[src/scd_pkg.sv]
/*
 * Package for the system clock divider and oscillator trim block:
 * register indices and addresses, field positions, reset codes, the
 * unlock timeout and the register layout types.
 * Assumes a 32-bit APB with one aligned word per register.
 */
package scd_pkg;

	// Register indices as printed, byte address is four times the index
	localparam logic [7:0]  SCD_DIVCTL_INDEX   = 8'h26;
	localparam logic [7:0]  SCD_TRIM_INDEX     = 8'h31;
	localparam logic [11:0] SCD_DIVCTL_ADDR    = {2'h0, SCD_DIVCTL_INDEX, 2'h0};
	localparam logic [11:0] SCD_TRIM_ADDR      = {2'h0, SCD_TRIM_INDEX, 2'h0};

	// Field positions of clock_divide_control and of the oscillator trim register
	localparam int          SCD_UNLOCK_BIT     = 7;
	localparam int          SCD_SELECT_MSB     = 3;
	localparam int          SCD_TRIM_RANGE_BIT = 7;

	// Reset values
	localparam logic [3:0]  SCD_SELECT_RESET_UNPROG = 4'h0;
	localparam logic [3:0]  SCD_SELECT_RESET_DIV8   = 4'h3;
	localparam logic [7:0]  SCD_TRIM_RESET          = 8'h00;

	// Highest defined select code (divide by 256); codes above are reserved
	localparam logic [3:0]  SCD_SELECT_MAX     = 4'h8;

	// Unlock write pattern and timeout in divided system clock cycles
	localparam logic [7:0]  SCD_UNLOCK_PATTERN = 8'h80;
	localparam int          SCD_UNLOCK_CYCLES  = 4;
	localparam logic [2:0]  SCD_UNLOCK_LAST    = 3'(SCD_UNLOCK_CYCLES - 1);

	typedef struct packed {
		logic       unlock;
		logic [2:0] reserved;
		logic [3:0] select;
	} scd_divctl_type;

	typedef struct packed {
		logic       range_select;
		logic [6:0] fine_value;
	} scd_trim_type;

endpackage : scd_pkg

[src/scd_rate_gen.sv]
/*
 * Power-of-two rate generator: gives a one-cycle enable pulse every
 * 2^code cycles of the undivided clock, 256 cycles for codes above 8.
 * Assumes the requested code may change at any time; it is adopted only
 * at the end of a whole period so no shortened period appears.
 */
`timescale 1ns/1ps
`default_nettype none

module scd_rate_gen
	import scd_pkg::*;
(
	input  wire logic       pclk,
	input  wire logic       presetn,
	input  wire logic [3:0] req_code,
	output var  logic [3:0] active_code,
	output var  logic       tick
);

	logic [7:0] count;
	logic [7:0] next_count;
	logic [3:0] next_active_code;
	logic       next_tick;
	logic       period_end;

	// Last count of a period; reserved codes saturate at divide by 256
	function automatic logic [7:0] scd_limit(input logic [3:0] code);
		logic [3:0] c;
		c = (code > SCD_SELECT_MAX) ? SCD_SELECT_MAX : code;
		scd_limit = 8'((9'h001 << c) - 9'h001);
	endfunction : scd_limit

	always_comb begin
		period_end       = (count == scd_limit(active_code));
		next_count       = period_end ? 8'h00 : 8'(count + 8'h01);
		// New rate starts only after the old period has completed
		next_active_code = period_end ? req_code : active_code;
		next_tick        = period_end;
	end

	always_ff @(posedge pclk or negedge presetn) begin
		if (!presetn) begin
			count       <= 8'h00;
			active_code <= 4'h0;
			tick        <= 1'b0;
		end else begin
			count       <= next_count;
			active_code <= next_active_code;
			tick        <= next_tick;
		end
	end

endmodule : scd_rate_gen

`default_nettype wire

[src/scd_top.sv]
/*
 * System clock divider and oscillator trim: APB slave holding the
 * oscillator trim register and the clock divide control register with
 * its timed unlock, plus the system clock enable generator.
 * Assumes APB master signals synchronous to pclk, factory trim and fuse
 * inputs stable from reset onward, and no access in the first cycle
 * after reset release.
 */
// Design decision made here: the APB interface to the registers.
`timescale 1ns/1ps
`default_nettype none

module scd_top
	import scd_pkg::*;
(
	input  wire logic        pclk,
	input  wire logic        presetn,
	input  wire logic        psel,
	input  wire logic        penable,
	input  wire logic        pwrite,
	input  wire logic [11:0] paddr,
	input  wire logic [31:0] pwdata,
	output var  logic [31:0] prdata,
	output var  logic        pready,
	output var  logic        pslverr,
	input  wire logic [7:0]  factory_trim,
	input  wire logic        div8_fuse_programmed,
	output var  logic [7:0]  trim_value,
	output var  logic        trim_range_select,
	output var  logic [6:0]  trim_fine_value,
	output var  logic [3:0]  divider_active,
	output var  logic        sys_clk_en
);

	// Register state
	scd_trim_type   trim;
	scd_trim_type   next_trim;
	scd_divctl_type divctl;
	scd_divctl_type next_divctl;
	logic [2:0]     unlock_count;
	logic [2:0]     next_unlock_count;
	logic           load_pending;
	logic           next_load_pending;

	// APB answer state
	logic [31:0]    next_prdata;
	logic           next_pready;
	logic           next_pslverr;

	// Output copies
	logic [7:0]     next_trim_value;
	logic           next_trim_range_select;
	logic [6:0]     next_trim_fine_value;

	// Decode
	logic           setup_phase;
	logic           access_done;
	logic           hit_divctl;
	logic           hit_trim;
	logic           wr_divctl;
	logic           wr_trim;
	logic [7:0]     wbyte;
	logic           sys_tick;
	logic [3:0]     rate_code;

	function automatic logic scd_mapped(input logic [11:0] addr);
		scd_mapped = (addr == SCD_DIVCTL_ADDR) || (addr == SCD_TRIM_ADDR);
	endfunction : scd_mapped

	// Bus decode
	always_comb begin
		setup_phase = psel && !penable;
		access_done = psel && penable && pready;
		hit_divctl  = (paddr == SCD_DIVCTL_ADDR);
		hit_trim    = (paddr == SCD_TRIM_ADDR);
		wr_divctl   = access_done && pwrite && hit_divctl;
		wr_trim     = access_done && pwrite && hit_trim;
		wbyte       = pwdata[7:0];
	end

	// APB answer: zero wait states, answer in the first access cycle
	always_comb begin
		next_pready  = setup_phase;
		next_pslverr = setup_phase && !scd_mapped(paddr);
		next_prdata  = 32'h0000_0000;
		if (setup_phase && !pwrite) begin
			if (hit_divctl) begin
				// Reserved bits of the divider word always read zero
				next_prdata = {24'h00_0000, divctl.unlock, 3'h0, divctl.select};
			end else if (hit_trim) begin
				next_prdata = {24'h00_0000, trim};
			end
		end
	end

	always_ff @(posedge pclk or negedge presetn) begin
		if (!presetn) begin
			pready  <= 1'b0;
			pslverr <= 1'b0;
			prdata  <= 32'h0000_0000;
		end else begin
			pready  <= next_pready;
			pslverr <= next_pslverr;
			prdata  <= next_prdata;
		end
	end

	// Oscillator trim register
	always_comb begin
		next_trim         = trim;
		next_load_pending = 1'b0;
		if (load_pending) begin
			// Factory value is caught on the first edge after release
			next_trim = factory_trim;
		end else if (wr_trim) begin
			next_trim = wbyte;
		end
		// Range bit and fine field go straight to the oscillator
		next_trim_value        = next_trim;
		next_trim_range_select = next_trim.range_select;
		next_trim_fine_value   = next_trim.fine_value;
	end

	always_ff @(posedge pclk or negedge presetn) begin
		if (!presetn) begin
			trim              <= SCD_TRIM_RESET;
			load_pending      <= 1'b1;
			trim_value        <= SCD_TRIM_RESET;
			trim_range_select <= 1'b0;
			trim_fine_value   <= 7'h00;
		end else begin
			trim              <= next_trim;
			load_pending      <= next_load_pending;
			trim_value        <= next_trim_value;
			trim_range_select <= next_trim_range_select;
			trim_fine_value   <= next_trim_fine_value;
		end
	end

	// Clock divide control with timed unlock
	always_comb begin
		next_divctl          = divctl;
		next_divctl.reserved = 3'h0;
		next_unlock_count    = unlock_count;
		if (load_pending) begin
			next_divctl.select = div8_fuse_programmed ? SCD_SELECT_RESET_DIV8
			                                          : SCD_SELECT_RESET_UNPROG;
		end else begin
			// Timeout runs on divided system cycles after the unlock write
			if (divctl.unlock && sys_tick) begin
				if (unlock_count == SCD_UNLOCK_LAST) begin
					next_divctl.unlock = 1'b0;
					next_unlock_count  = 3'h0;
				end else begin
					next_unlock_count = 3'(unlock_count + 3'h1);
				end
			end
			if (wr_divctl) begin
				if (wbyte == SCD_UNLOCK_PATTERN) begin
					// A rewrite while open leaves flag and count alone
					if (!divctl.unlock) begin
						next_divctl.unlock = 1'b1;
						next_unlock_count  = 3'h0;
					end
				end else if (!wbyte[SCD_UNLOCK_BIT]) begin
					if (divctl.unlock) begin
						// Any code accepted, fuse only set the reset value
						next_divctl.select = wbyte[SCD_SELECT_MSB:0];
					end
					next_divctl.unlock = 1'b0;
					next_unlock_count  = 3'h0;
				end
			end
		end
	end

	always_ff @(posedge pclk or negedge presetn) begin
		if (!presetn) begin
			divctl       <= '0;
			unlock_count <= 3'h0;
		end else begin
			divctl       <= next_divctl;
			unlock_count <= next_unlock_count;
		end
	end

	// System clock enable generator
	// Rate switches only at a period boundary, giving old then new period
	scd_rate_gen u_rate_gen (
		.pclk        (pclk),
		.presetn     (presetn),
		.req_code    (divctl.select),
		.active_code (rate_code),
		.tick        (sys_tick)
	);

	always_comb begin
		sys_clk_en     = sys_tick;
		divider_active = rate_code;
	end

endmodule : scd_top

`default_nettype wire

[config.mk]
export PLATFORM = sky130hd
export DESIGN_NAME = scd_top
export DESIGN_NICKNAME = d
export VERILOG_FILES = /design/src/scd_pkg.sv /design/src/scd_rate_gen.sv /design/src/scd_top.sv
export SDC_FILE = /design/constraint.sdc
export NUM_CORES = 1
export LEC_CHECK = 0
export BUFFER_PORTS_ARGS = -buffer_cell sky130_fd_sc_hd__buf_2
export CAP_MARGIN = 0
export CORE_UTILIZATION = 45
export DETAILED_ROUTE_END_ITERATION = 10
export GPL_ROUTABILITY_DRIVEN = 0
export HOLD_SLACK_MARGIN = 0.06
export PLACE_DENSITY = 0.76
export SLEW_MARGIN = 0
export SYNTH_ARGS = -nofsm -noshare
export SYNTH_HDL_FRONTEND = slang
export SYNTH_SLANG_ARGS = --single-unit
[constraint.sdc]
create_clock -name pclk -period 6.7 [get_ports pclk]
set_input_delay 0.335 -clock pclk [delete_from_list [all_inputs] [get_ports pclk]]
set_output_delay 0.335 -clock pclk [all_outputs]
set_load 0.05 [all_outputs]
==> results of run 1 <==
==> cells by family after synthesis <==
group           after synthesis  synth area share (%)
xor+xnor                     12                  4.66
flops                        40                  44.5
buf+inv                      45                  14.1
other cells                   1                 0.166
simple gates                 68                  17.8
compound gates               28                  8.05
fa+ha+maj                     3                  1.67
mux                          19                  9.05
==> state kept, by name, summed over array words and instances, names as in the netlist <==
signal                  cells
divctl                      5
load_pending                1
prdata                      8
pready                      1
pslverr                     1
trim                        7
trim_value                  1
u_rate_gen.active_code      4
u_rate_gen.count            8
u_rate_gen.tick             1
unlock_count                3
==> power groups by stage <==
stage / combinational (mW) / sequential, mW / clock [mW]
2_1_floorplan: 0.246 / 0.376 / 0
3_3_place_gp: 0.303 / 0.356 / 0
3_5_place_dp: 0.310 / 0.359 / 0
4_1_cts: 0.313 / 0.354 / 0.203
5_1_grt: 0.343 / 0.365 / 0.215
6_report: 0.310 / 0.355 / 0.198
==> worst max-delay path, delay by kind of cell (launching register included) <==
kind / cells / cell delay [ns]
DFF: 1 / 0.50
adders and majority gates: 1 / 0.24
and+or+nand+nor: 4 / 1.18
muxes: 1 / 0.41
xor gates and xnor gates: 1 / 0.11
AOI/OAI and AO/OA: 2 / 0.27
==> through the flow <==
stage / instance area (sq um) / instances / hold WS, ns / worst slack, ns / total power [mW]
final: 2560 / 339 / 0.153 / 3.88 / 0.863
after global placement: 2450 / 331 / 0.501 / 3.91 / 0.659
after detailed placement: 2450 / 331 / 0.496 / 3.88 / 0.669
after global routing: 2560 / 339 / 0.221 / 3.62 / 0.923
after floorplan: 2340 / 240 / 0.0394 / 4.13 / 0.623
after CTS: 2560 / 339 / 0.178 / 3.86 / 0.870
==> cells in the final DEF (no fill, tap or decap), drive strengths merged, types with 2 or more instances in the layout <==
cell / n
buf: 64
dfrtp: 39
conb: 25
nor2: 20
o21ai: 13
nand2: 12
mux2i: 11
xor2: 8
mux2: 8
nand3: 6
inv: 5
clkbuf: 5
nor4: 5
nor3: 5
xnor2: 4
a21oi: 4
a22o: 4
nand3b: 4
and2: 3
ha: 3
nand2b: 2
nand4: 2
and3: 2
nand4bb: 2
or3: 2
clkinv: 2
a22oi: 2
==> per-layer routing <==
layer	up-vias	routed length (um)	share of wire [%]	GRT usage, %
met1	771	1840	45	20.5
met4	0	46	1.1	4.58
met3	5	233	5.7	5.52
met5	-	0	0	0
li1	798	-	-	-
met2	46	1950	48	27.4
==> final timing paths <==
| check | startpoint | end | slack [ns] |
|---|---|---|---|
| max | u_rate_gen.active_code[2] | u_rate_gen.active_code[3] | 3.88 |
| min | presetn | u_rate_gen.count[4] | 0.15 |
| min reg2reg | divctl[0] | prdata[0] | 0.53 |
| max in group asynchronous | presetn | divctl[0] | 6.01 |
| min in group pclk | factory_trim[2] | trim[2] | 0.24 |
| max reg2reg | u_rate_gen.active_code[2] | u_rate_gen.active_code[3] | 3.88 |
==> final cells by class <==
type	count	area (sq um)	share of cell area (%)
clock buffers	5	68.8	2.68
clock inverters	3	47.5	1.85
inverters	5	18.8	0.732
multi-input cells	155	1020	39.9
flip-flops and latches	40	1000	39.1
well taps	67	83.8	3.27
repair buffers	64	320	12.5
==> metrics.md, run 1 <==
| Metric | Value |
|---|---|
| Status | `completed` |
| First-pass GRT wire length | `between 6 and 7 mm` |
| Nets | `~330` |
| ANT nets after route | `0` |
| Mapped cell area | `roughly 0.0023 sq mm` |
| Vias in the first global route | `1,481` |
| Syn. warnings | `0` |
| Vias/cell | `between 4 and 5` |
| Share of layout cells above drive strength 1 | `32.4%` |
| Setup repair bufs after CTS | `0` |
| Initial DRC Count | `79` |
| Net Sw Frac | `about 40%` |
| RSZ-0062 raised after global routing | `false` |
| Die Ht | `72.8 um` |
| Worst EP required | `between 6 and 7 ns` |
| Final hold violation count | `0` |
| DR vias | `1,620` |
| Net Sw Power | `0.347 mW` |
| Post-layout min period | `2.82 ns` |
| Pwr Density | `337 mW/mm^2` |
| Core area | `0.00479 sq mm` |
| TritonCTS buffer count | `5` |
| Worst Setup Path Type | `reg -> reg` |
| Clock root cell | `clkbuf_8` |
| Startpoint types | `flop` |
| Fill count | `roughly 450` |
| Max-Slew Margin vs Limit | `a little over two fifths` |
| Yosys cell types | `46` |
| Buffer depth of the longest clock path | `2` |
| Worst IR Drop VDD | `between 0.1 and 0.15 mV` |
| Synth area leader | `dfrtp_1` |
| Highest clock rate | `355 MHz` |
| Die width | `72.8 um` |
| P_int | `around 0.52 mW` |
| Slew Limit Fails | `0` |
| Final setup viols | `0` |
| Yosys reg bits | `40` |
| Post-synth ARST share | `100%` |
| Post-synth EDFFs | `0` |
| Post-synthesis instance total | `216` |
| CTS tree | `yes` |
| Worst-Margin Slew | `approximately 0.86 ns` |
| Hold Path Class | `in -> async` |
| CP max-delay cell | `nor3_2` |
| Synth cell count leaders | `dfrtp_1 (39), buf_4 (33), nor2_1 (19)` |
| Dominant synthesized flop cell | `dfrtp_1` |
| Layout Utilization | `53.6%` |
| Critical path, cell by cell | `nor2_1, nand3b_1, ha_1, nor3_1, a21oi_1, o21ai_0, xor2_1, nor3_2, mux2_2` |
| Synthesis-to-layout area growth | `13.8%` |
| Arr. time, crit path | `3.00 ns` |
| Worst Setup End Kind | `flop` |
| Worst-path clk slew | `0.08 ns` |
| Area share of the largest cell type after synthesis | `between 40% and 50%` |
| # hold bufs at CTS | `0` |
| Initial antenna violation count | `0` |
| Antenna diodes | `0` |
| Synth Area per Inst | `10.4 sq um` |
| DRC | `0` |
| Combinational share of power | `35.9%` |
| Clk_skew | `0.00971 ns` |
| Clock share of power | `22.9%` |
| Total congestion overflow | `0` |
| Crit path max fanout | `13` |
| DP HPWL | `slightly above 3 mm` |
| Number of buffers added on ports | `64` |
| DIE AREA | `0.00529 sq mm` |
| Tot GR Track Use | `16.5%` |
| # rows | `25` |
| Post_cts resized | `0` |
| Reg2reg path depth | `9` |
| Worst skew pair latency | `0.29 ns` |
| Final TNS setup | `0 ns` |
| DRT Pass-1 Iters | `6` |
| IO Count | `113` |
| H-tree Lvls | `2` |
| Initial Util | `47.1%` |
| Top cells by area, synth | `dfrtp_1 (43%), buf_4 (11%), mux2i_1 (4.9%)` |
| Max-cap violation count | `0` |
| Sequential power share | `41.2%` |
| Sequential fraction of the synthesis area | `44.5%` |
| Clk sinks | `40` |
| Leak | `between 1 and 1.5 nW` |
| DRT Wirelength | `~4.1 mm` |
| Pin count of the biggest net entering global routing | `41` |
| Final period util | `approximately 42%` |
| Max stage delay on crit path | `0.64 ns` |
| Routed WL per cell | `12.0 um` |
| Most common cell in the netlist | `dfrtp_1` |
Power figures use the tool's default switching activity.
==> inputs of run 2 (changes only) <==
clock period = 2.7 ns   (was 6.7 ns; I/O delays follow)
==> run 2 against run 1 <==
  * Die area unchanged
  * Maximum frequency up 13%
  * Sequential power up 150%
  * Global-route usage up 0.77 points
  * Register-to-register slack worse by 3.7 ns
  * Critical path depth down 1
  * Final cell count up 3.2%
  * Design area up 3.8%
  * Flip-flop and latch count unchanged
  * Critical endpoint unchanged
  * Largest power group unchanged
  * Highest routed layer unchanged
==> metrics.md, run 2 (synthesis results as in run 1) <==
| Metric | Value |
|---|---|
| RSZ-0062 raised after global routing | `false (unchanged)` |
| ANT nets after route | `0 (unchanged)` |
| H-tree Lvls | `2 (unchanged)` |
| Hold Path Class | `in -> reg (was in -> async)` |
| Post-Layout Cell Count | `350 (was 339)` |
| Max stage delay on crit path | `0.47 ns (was 0.64 ns)` |
| Worst Setup Path Type | `reg -> reg (unchanged)` |
| WP buf/inv | `0 (unchanged)` |
| Highest clock rate | `402 MHz (was 355 MHz)` |
| Final setup viols | `0 (unchanged)` |
| Synthesis-to-layout area growth | `18.2% (was 13.8%)` |
| Buffer depth of the longest clock path | `2 (unchanged)` |
| DRT Wirelength | `4.24 mm (was 4.07 mm)` |
| Post-layout min period | `2.49 ns (was 2.82 ns)` |
| Number of buffers added on ports | `64 (unchanged)` |
| Arr. time, crit path | `2.67 ns (was 3.00 ns)` |
| Critical path, cell by cell | `nor2_1, nand3b_1, ha_1, xnor2_1, xnor2_1, nand4_1, nor3_2, mux2_2 (was nor2_1, nand3b_1, ha_1, nor3_1, a21oi_1, o21ai_0, xor2_1, nor3_2, mux2_2)` |
| Final worst slack | `0.210 ns (was 3.88 ns)` |
| Startpoint types | `flop (unchanged)` |
| Final TNS setup | `0 ns (unchanged)` |
| Register area | `0.00100 sq mm (unchanged)` |
| Dpl cells | `334 (was 331)` |
| Initial antenna violation count | `0 (unchanged)` |
| Antenna diodes | `0 (unchanged)` |
| Clk_skew | `0.00601 ns (was 0.00971 ns)` |
| Fill count | `440 (was 451)` |
| DRC | `0 (unchanged)` |
| Pin count of the biggest net entering global routing | `41 (unchanged)` |
| Most common cell after layout, fill and taps aside | `buf_2 (unchanged)` |
| Fin area | `0.00266 sq mm (was 0.00256 sq mm)` |
| CTS tree | `yes (unchanged)` |
| DP HPWL | `3.08 mm (was 3.03 mm)` |
| Clk sinks | `40 (unchanged)` |
| Regs by FF count | `prdata x8, u_rate_gen.count x8, trim x7 (unchanged)` |
| Multi-input gate area | `0.00102 sq mm (unchanged)` |
| Leak | `1.41 nW (was 1.37 nW)` |
| Cell mode on critical path | `xnor2_1` |
| Share of layout cells above drive strength 1 | `32.2% (was 32.4%)` |
| IO Count | `113 (unchanged)` |
| Vias/cell | `4.71 (was 4.78)` |
| DRT Pass-1 Iters | `4 (was 6)` |
| Worst-path clk slew | `0.08 ns (about the same)` |
| Hold Slack | `0.0822 ns (was 0.153 ns)` |
| Tot Pwr | `2.14 mW (was 0.863 mW)` |
| Routed WL per cell | `12.1 um (was 12.0 um)` |
| Max-Slew Margin vs Limit | `42.8% (about the same)` |
| Most frequent cells in the layout | `buf_2 (64), dfrtp_1 (39), conb_1 (25) (unchanged)` |
| Initial DRC Count | `90 (was 79)` |
| Die width | `72.8 um (unchanged)` |
| CP top delay family | `simple AND/OR/NAND/NOR gates (unchanged)` |
| Max-cap violation count | `0 (unchanged)` |
| Status | `completed (unchanged)` |
| Layout Utilization | `55.6% (was 53.6%)` |
| Pre-CTS WS | `0.250 ns (was 3.88 ns)` |
| DR vias | `1,650 (was 1,620)` |
| Worst-Margin Slew | `0.858 ns (about the same)` |
| Final hold violation count | `0 (unchanged)` |
| Die Ht | `72.8 um (unchanged)` |
| Pwr Density | `805 mW/mm^2 (was 337 mW/mm^2)` |
| Crit path max fanout | `8 (was 13)` |
| Final period util | `92.2% (was 42.0%)` |
| Slew Limit Fails | `0 (unchanged)` |
| CP max-delay cell | `dfrtp_1 (was nor3_2)` |
| Core area | `0.00479 sq mm (unchanged)` |
| First-pass GRT wire length | `6.96 mm (was 6.67 mm)` |
| Worst EP required | `2.88 ns (was 6.88 ns)` |
| Vias in the first global route | `1,529 (was 1,481)` |
| TritonCTS buffer count | `5 (unchanged)` |
| Worst skew pair latency | `0.29 ns (about the same)` |
| DIE AREA | `0.00529 sq mm (unchanged)` |
| Worst Setup End Kind | `flop (unchanged)` |
| # rows | `25 (unchanged)` |
| Tot GR Track Use | `17.2% (was 16.5%)` |
| Clock root cell | `clkbuf_8 (unchanged)` |
| Post-DP Area | `0.00247 sq mm (was 0.00245 sq mm)` |
| Nets | `343 (was 332)` |
| Worst IR Drop VDD | `0.284 mV (was 0.130 mV)` |
| Total congestion overflow | `0 (unchanged)` |
| Initial Util | `47.1% (unchanged)` |
run 2: tightest hold or removal path, delay by kind of cell:
kind / cells / cell delay [ns]
compound gates: 1 / 0.07
simple gates: 1 / 0.05
buf+inv: 1 / 0.09
run 2: area by class of cell:
cell class | instances | share of cell area (%)
clock buffers | 5 | 2.58
inverters | 5 | 0.705
flip-flops and latches | 40 | 37.6
multi-input cells | 155 | 38.4
well taps | 67 | 3.15
clock inverters | 3 | 1.60
repair buffers | 75 | 15.9
run 2: final timing paths:
path / end / cells past startpoint / slack [ns] / start
max: u_rate_gen.active_code[3] / 8 / 0.21 / u_rate_gen.active_code[1]
min: trim[1] / 3 / 0.08 / factory_trim[1]
max reg2reg: u_rate_gen.active_code[3] / 8 / 0.21 / u_rate_gen.active_code[1]
min reg2reg: prdata[2] / 1 / 0.54 / divctl[2]
max in group asynchronous: prdata[4] / 2 / 1.68 / presetn
min in group asynchronous: u_rate_gen.count[7] / 2 / 0.49 / presetn
run 2: report_power, final:
part           internal [mW]  switching (mW)  leakage [nW]
Combinational          0.299           0.483         0.849
Sequential             0.715           0.165         0.508
Clock                  0.273           0.209        0.0541
run 2: per-layer routing:
metal  GRT usage, %  routed length [um]
met5              0                   0
met4           6.54                  62
met3           4.83                 229
met2           28.7                2060
met1           21.3                1880
run 2: repair_timing:
item / CTS / global route
endpoints found under the hold margin: 46 / 0
buffers inserted: 0 / 0
hold buffers: 8 / 0
resized for setup: 0 / 0
